--- src/smem_pkg.sv ---
// Purpose: Shared constants for the 16 x 8-bit bus slave memory
// Assumes: Single bus clock, no reset reaches the storage
// Notes:   Widths and the read style selector live here
package smem_pkg;
    localparam int unsigned SMEM_ADDR_W = 4;
    localparam int unsigned SMEM_DATA_W = 8;
    localparam int unsigned SMEM_NIB_W = 4;
    localparam int unsigned SMEM_DEPTH = 16;
    localparam int unsigned SMEM_NUM_NIB = 2;
    // Read style: 0 asynchronous read primitive, 1 clocked read primitive
    localparam bit SMEM_READ_ASYNC = 1'b0;
    localparam bit SMEM_READ_CLOCKED = 1'b1;
    // Wait-state of a read in the clocked-read variant
    localparam int unsigned SMEM_RD_WAIT = 1;
    // Clock period in ns, for reference only; the logic sets no limit of its own
    localparam int unsigned SMEM_CLK_PERIOD_NS = 8;
endpackage : smem_pkg

--- src/smem_portable_sync_ram_model.sv ---
// Purpose: One nibble-wide portable synchronous-write RAM primitive
// Assumes: Write on rising edge when wr_en_i is high
// Notes:   Read is either combinational or clocked, chosen by parameter
module smem_portable_sync_ram_model #(
    parameter int unsigned WIDTH = smem_pkg::SMEM_NIB_W,
    parameter int unsigned DEPTH = smem_pkg::SMEM_DEPTH,
    parameter int unsigned ADDR_W = smem_pkg::SMEM_ADDR_W,
    parameter bit READ_CLOCKED = smem_pkg::SMEM_READ_ASYNC
) (
    input wire logic clk_i,
    input wire logic wr_en_i,
    input wire logic [ADDR_W-1:0] addr_i,
    input wire logic [WIDTH-1:0] wdata_i,
    output logic [WIDTH-1:0] rdata_o
);
    logic [WIDTH-1:0] mem_q [DEPTH];

    // Refuse a depth that the address cannot cover exactly
    if (DEPTH != (1 << ADDR_W)) begin : g_bad_depth
        $error("Depth must equal two to the address width");
    end

    // Storage has no reset; contents are undefined until written
    always_ff @(posedge clk_i) begin
        if (wr_en_i) begin
            mem_q[addr_i] <= wdata_i;
        end
    end

    // Read style chosen at build time; both pass write data through
    generate
        if (READ_CLOCKED) begin : g_clk_rd
            // Clocked read flop; output belongs to the address of the last edge
            logic [WIDTH-1:0] rd_q;
            always_ff @(posedge clk_i) begin
                rd_q <= wr_en_i ? wdata_i : mem_q[addr_i];
            end
            assign rdata_o = rd_q;
        end else begin : g_async_rd
            // Asynchronous read shows written data at once during a write
            assign rdata_o = wr_en_i ? wdata_i : mem_q[addr_i];
        end
    endgenerate
endmodule // smem_portable_sync_ram_model

--- src/smem_top.sv ---
// Purpose: 16 x 8-bit Wishbone slave memory built from two nibble RAMs
// Assumes: Master supplies clock, strobe, write enable, address, data
// Notes:   READ_CLOCKED selects the one wait-state read variant
// Notes on behaviour
// Sixteen 8-bit words are held in two 4-bit primitives sharing one address, one nibble each.
// Write data presented by the master is stored in the addressed word on the rising clock edge.
// There is no reset input and memory contents are undefined after power-up.
// With asynchronous-read primitives the acknowledge is the strobe itself, with no wait-state.
// Read data is valid at the rising edge that follows acknowledge, where the master samples it.
// In the zero-wait variant read data comes combinationally from the address.
// With clocked-read primitives every read gets exactly one wait-state, writes get none.
// The data port is 8 bits with 8-bit granularity, so no byte selects exist.
// The interface logic adds no clock-frequency limit beyond the primitives.
// During a write the read data shows the byte being written; with clocked-read primitives it shows it one clock later.
// The primitive write enable is strobe AND write enable.
module smem_top #(
    parameter bit READ_CLOCKED = smem_pkg::SMEM_READ_ASYNC
) (
    input wire logic clk_i,
    input wire logic stb_i,
    input wire logic we_i,
    input wire logic [smem_pkg::SMEM_ADDR_W-1:0] adr_i,
    input wire logic [smem_pkg::SMEM_DATA_W-1:0] dat_i,
    output logic [smem_pkg::SMEM_DATA_W-1:0] dat_o,
    output logic ack_o
);
    logic wr_en;
    logic wait_q;
    logic [1:0] wait_cnt_q;
    logic last_vld_q;
    logic [smem_pkg::SMEM_ADDR_W-1:0] last_adr_q;
    logic [smem_pkg::SMEM_DATA_W-1:0] last_dat_q;

    // A read request is strobe with write enable low; decoded in several places
    function automatic logic smem_is_read(input logic stb, input logic we);
        return stb & ~we;
    endfunction

    // Refuse a data width the two nibble primitives cannot cover
    if (smem_pkg::SMEM_DATA_W != smem_pkg::SMEM_NIB_W * smem_pkg::SMEM_NUM_NIB) begin : g_bad_width
        $error("Data width must be two nibbles");
    end

    // The single wait flop can only add one clock, so refuse any other count
    if (smem_pkg::SMEM_RD_WAIT != 1) begin : g_bad_wait
        $error("Read wait-state count must be one");
    end

    // Address must reach every word of the storage
    if (smem_pkg::SMEM_DEPTH != (1 << smem_pkg::SMEM_ADDR_W)) begin : g_bad_depth
        $error("Depth must equal two to the address width");
    end

    // Single gate in the write path; 8-bit port needs no selects
    assign wr_en = stb_i & we_i;

    // Two nibble primitives side by side on one address
    genvar gi;
    generate
        for (gi = 0; gi < smem_pkg::SMEM_NUM_NIB; gi++) begin : g_nib
            smem_portable_sync_ram_model #(
                .WIDTH(smem_pkg::SMEM_NIB_W),
                .DEPTH(smem_pkg::SMEM_DEPTH),
                .ADDR_W(smem_pkg::SMEM_ADDR_W),
                .READ_CLOCKED(READ_CLOCKED)
            ) u_ram (
                .clk_i(clk_i),
                .wr_en_i(wr_en),
                .addr_i(adr_i),
                .wdata_i(dat_i[gi*smem_pkg::SMEM_NIB_W +: smem_pkg::SMEM_NIB_W]),
                .rdata_o(dat_o[gi*smem_pkg::SMEM_NIB_W +: smem_pkg::SMEM_NIB_W])
            );
        end
    endgenerate

    // Wait-state flop: set on the first cycle of a read, cleared once acked.
    // Fine for back-to-back reads even with the strobe held, as the flop clears itself after one clock.
    // A clocked read runs over two cycles: in the first the primitive samples
    // the address and ack stays low; in the second the flop is set, ack rises
    // and the nibbles hold the addressed word. The master must keep the
    // address steady across both cycles, since the output always belongs to
    // the address of the previous edge. Writes bypass the flop entirely, so
    // they keep zero wait-states. The flop has no reset: it comes up unknown,
    // but one idle clock with the strobe low clears it.
    always_ff @(posedge clk_i) begin
        if (READ_CLOCKED && smem_is_read(stb_i, we_i) && !wait_q) begin
            wait_q <= 1'b1;
        end else begin
            wait_q <= 1'b0;
        end
    end

    // Acknowledge is pure gating, so no added clock limit
    generate
        if (READ_CLOCKED) begin : g_ack_wait
            assign ack_o = stb_i & (we_i | wait_q);
        end else begin : g_ack_zero
            assign ack_o = stb_i;
        end
    endgenerate

    // Consecutive unanswered read cycles; saturates so it never wraps
    // back to zero and hides a hang. Helper logic for the checks only.
    always_ff @(posedge clk_i) begin
        if (smem_is_read(stb_i, we_i) && !ack_o) begin
            if (wait_cnt_q != 2'h3) begin
                wait_cnt_q <= wait_cnt_q + 2'h1;
            end
        end else begin
            wait_cnt_q <= 2'h0;
        end
    end

    // Shadow of the most recent write, for the read-back checks only
    always_ff @(posedge clk_i) begin
        if (wr_en) begin
            last_vld_q <= 1'b1;
            last_adr_q <= adr_i;
            last_dat_q <= dat_i;
        end
    end
endmodule // smem_top

--- config.mk ---
export PLATFORM = sky130hd
export DESIGN_NAME = smem_top
export DESIGN_NICKNAME = d
export VERILOG_FILES = /design/src/smem_pkg.sv /design/src/smem_portable_sync_ram_model.sv /design/src/smem_top.sv
export SDC_FILE = /design/constraint.sdc
export NUM_CORES = 1
export LEC_CHECK = 0
export BUFFER_PORTS_ARGS = -buffer_cell sky130_fd_sc_hd__buf_2
export CAP_MARGIN = 25
export CORE_MARGIN = 2
export CORE_UTILIZATION = 55
export DETAILED_ROUTE_END_ITERATION = 8
export PLACE_DENSITY_LB_ADDON = 0.08
export REMOVE_ABC_BUFFERS = 1
export SLEW_MARGIN = 20
export SYNTH_ARGS = -nofsm -noshare
export SYNTH_HDL_FRONTEND = slang
export SYNTH_SLANG_ARGS = --single-unit
--- constraint.sdc ---
create_clock -name clk_i -period 1.8 [get_ports clk_i]
set_input_delay 0.09 -clock clk_i [delete_from_list [all_inputs] [get_ports clk_i]]
set_output_delay 0.09 -clock clk_i [all_outputs]
set_load 0.1 [all_outputs]
==> flow_summary.toml <==
[run_status]
outcome = "finished with violations"
violations = "negative setup slack"

[placed_design]
place_hpwl_mm = 6.69
numPortBuffers = 23
dpl.cell_count = 448
gp_congestion = 0.817

[power]
p_leak_uw = 0.00228
irDropWorstVdd_v = 0.000940
total_power_uw = 7290
power_density_mw_per_mm2 = 1140

[sta]
relSlewSlack = 0.643
worst_slew_pin_slew_ps = 535
finalSetupViolCount = 8
timing.final.crit_share = 1.14
slew_violations = 0
finalHoldViolCount = 0
rsz0062_at_grt = "true"
max_freq_ghz = 0.488
fin_crit_ps = 2050
setup_slack_ps = -250

[layout]
stdcell_count = 487
final_common_cell = "edfxtp_1"
multi_input_area_mm2 = 0.00121
final_cell_mix = "128 x edfxtp_1, 44 x mux2i_1, 37 x buf_4, 24 x nor2_1, 16 x clkbuf_16"
regArea_mm2 = 0.00384
top_register = "g_nib.u_ram.mem_q"
layout-drive-gt1-share = 0.285
reg_top3 = "g_nib.u_ram.mem_q (128)"
fillers = 627
num_antenna_cells = 0
area_growth_pct = 24.0
final_nets = 378
largest_reg_flops = 128

[global_route]
grt_pass1_vias = 2912
grt_max_degree = 21
antenna_found_initial = 0
grt_overflow = 0
grt_pass1_wl_mm = 16.0
grt_usage = 0.221

[die]
die_w_um = 101
core_mm2 = 0.00920
io_pins = 24
dieArea_mm2 = 0.0102
rows = 35
initial_core_util = 0.563
die_h_um = 101

[cts]
cts_setup_buffers = 0
cts_buffer_depth = 2
htree_num_levels = 4
cts_tree = "built"
clk_pin_slew_ps = 60
cts-root-buf = "clkbuf_8"
clkSinkCount = 128
cts-buffers-inserted = 17

[drt]
routed_wl_mm = 10.4
met1_length_mm = 4.35
drc = 0
wl_met3_um = 616
vias_per_cell = 5.93
wl_met2_mm = 5.24
drtIter0Drc = 202
topRoutingLayerUsed = "met4"
via_count = 2886
drt_first_pass_iters = 5
routedWlPerCell_um = 21.3
drtAntennaViolNets = 0

[worst_hold_path]
hold_start = "we_i"
hold_path.class = "in2reg"
worstHoldPathCells = 4

[setup_path]
crit_start = "g_nib[1].u_ram.mem_q[15][2]$_DFFE_PP_"
critPathMaxFanout = 1
crit_path_end_kind = "primary output"
crit_type = "reg2out"
startpoint_type = "register"
critPathArrivalTime_ps = 1960
required_ps = 1710

[synth]
synth_flop_cell = "edfxtp_1"
ys_warn_count = 0
synth_edf_count = 128
synth.cell_area_mm2 = 0.00517
synth_cells = 292
ys_ff_latch = 128
synth_cell_types = 30
yosysSeqAreaShare = 0.743
avgSynthCellArea_um2 = 17.7
synthArstFlopShare = 0

[flow_run]
maxCapViolCount = 0
## layer usage
layer | up-vias | GRT usage
li1 | 1330 | -
met1 | 1441 | 0.288
met2 | 99 | 0.362
met3 | 16 | 0.0569
met4 | 0 | 0.0811
met5 | - | 0
## report_power, final
group | leakage, µW | switching, µW | internal (µW)
clock | 0.000273 | 1210 | 2090
sequential | 0.00115 | 7.60 | 3320
combinational | 0.000855 | 412 | 246
total | 0.00228 | 1630 | 5660
## cells in the mapped netlist (all sizes together), types with 2 or more instances
cell type	instances	area share
a2bb2oi	4	0.0068
edfxtp	128	0.74
mux2i	44	0.085
buf	14	0.023
inv	2	0.0015
nor2	24	0.017
nor3	6	0.0058
nand3	7	0.0068
or3b	2	0.0034
mux4	10	0.046
a221oi	3	0.0051
clkbuf	4	0.0029
or3	2	0.0024
nand3b	2	0.0029
o22ai	8	0.0097
o21ai	3	0.0029
o32ai	7	0.012
nand2	7	0.0051
a31oi	9	0.011
## through the flow
step | setup slack [ps] | TNS [ps] | hold WS (ps) | util | instance area (µm²)
finish | -250 | -1580 | 258 | 0.697 | 6410
CTS | -302 | -1860 | 231 | 0.696 | 6400
global route | -317 | -2340 | 260 | 0.697 | 6410
global placement | -111 | -591 | 497 | 0.625 | 5750
detailed placement | -144 | -852 | 502 | 0.625 | 5750
floorplan | -701 | -5500 | 180 | - | 5040
## cell type report
class | count | area share
clock buffers | 17 | 0.0646
clock inverters | 15 | 0.0261
inverters | 2 | 0.00117
multi-input cells | 144 | 0.188
flip-flops and latches | 128 | 0.599
well taps | 111 | 0.0217
repair buffers | 70 | 0.0987
## cell families (layout without fill, tap and decap cells)
group	Yosys count	after routing	share of synthesized area
AND/OR/NAND/NOR	55	55	0.0501
buffers and inverters	20	104	0.0273
flip-flops	128	128	0.743
AO/OA/AOI/OAI	35	35	0.0489
multiplexers	54	54	0.131
## path summary, 6_finish.rpt
| path | end |
|---|---|
| max | dat_o[6] |
| min | g_nib[0].u_ram.mem_q[5][3]$_DFFE_PP_ |
## critical path, cell delays in order (launching register included)
cell      delay (ps)
edfxtp_1         360
mux4_2           480
a32oi_1          190
a31oi_1          100
buf_4            160
buf_12           160
## timing repair
item / in CTS / in global routing
gates resized for setup: 3 / 4
endpoints found under the setup margin: 8 / 8
pin swaps: 3 / 4
hold endpoints to repair: 128 / 0
hold buffers: 8 / 0
Note: power is estimated with default switching activity, not from simulation.
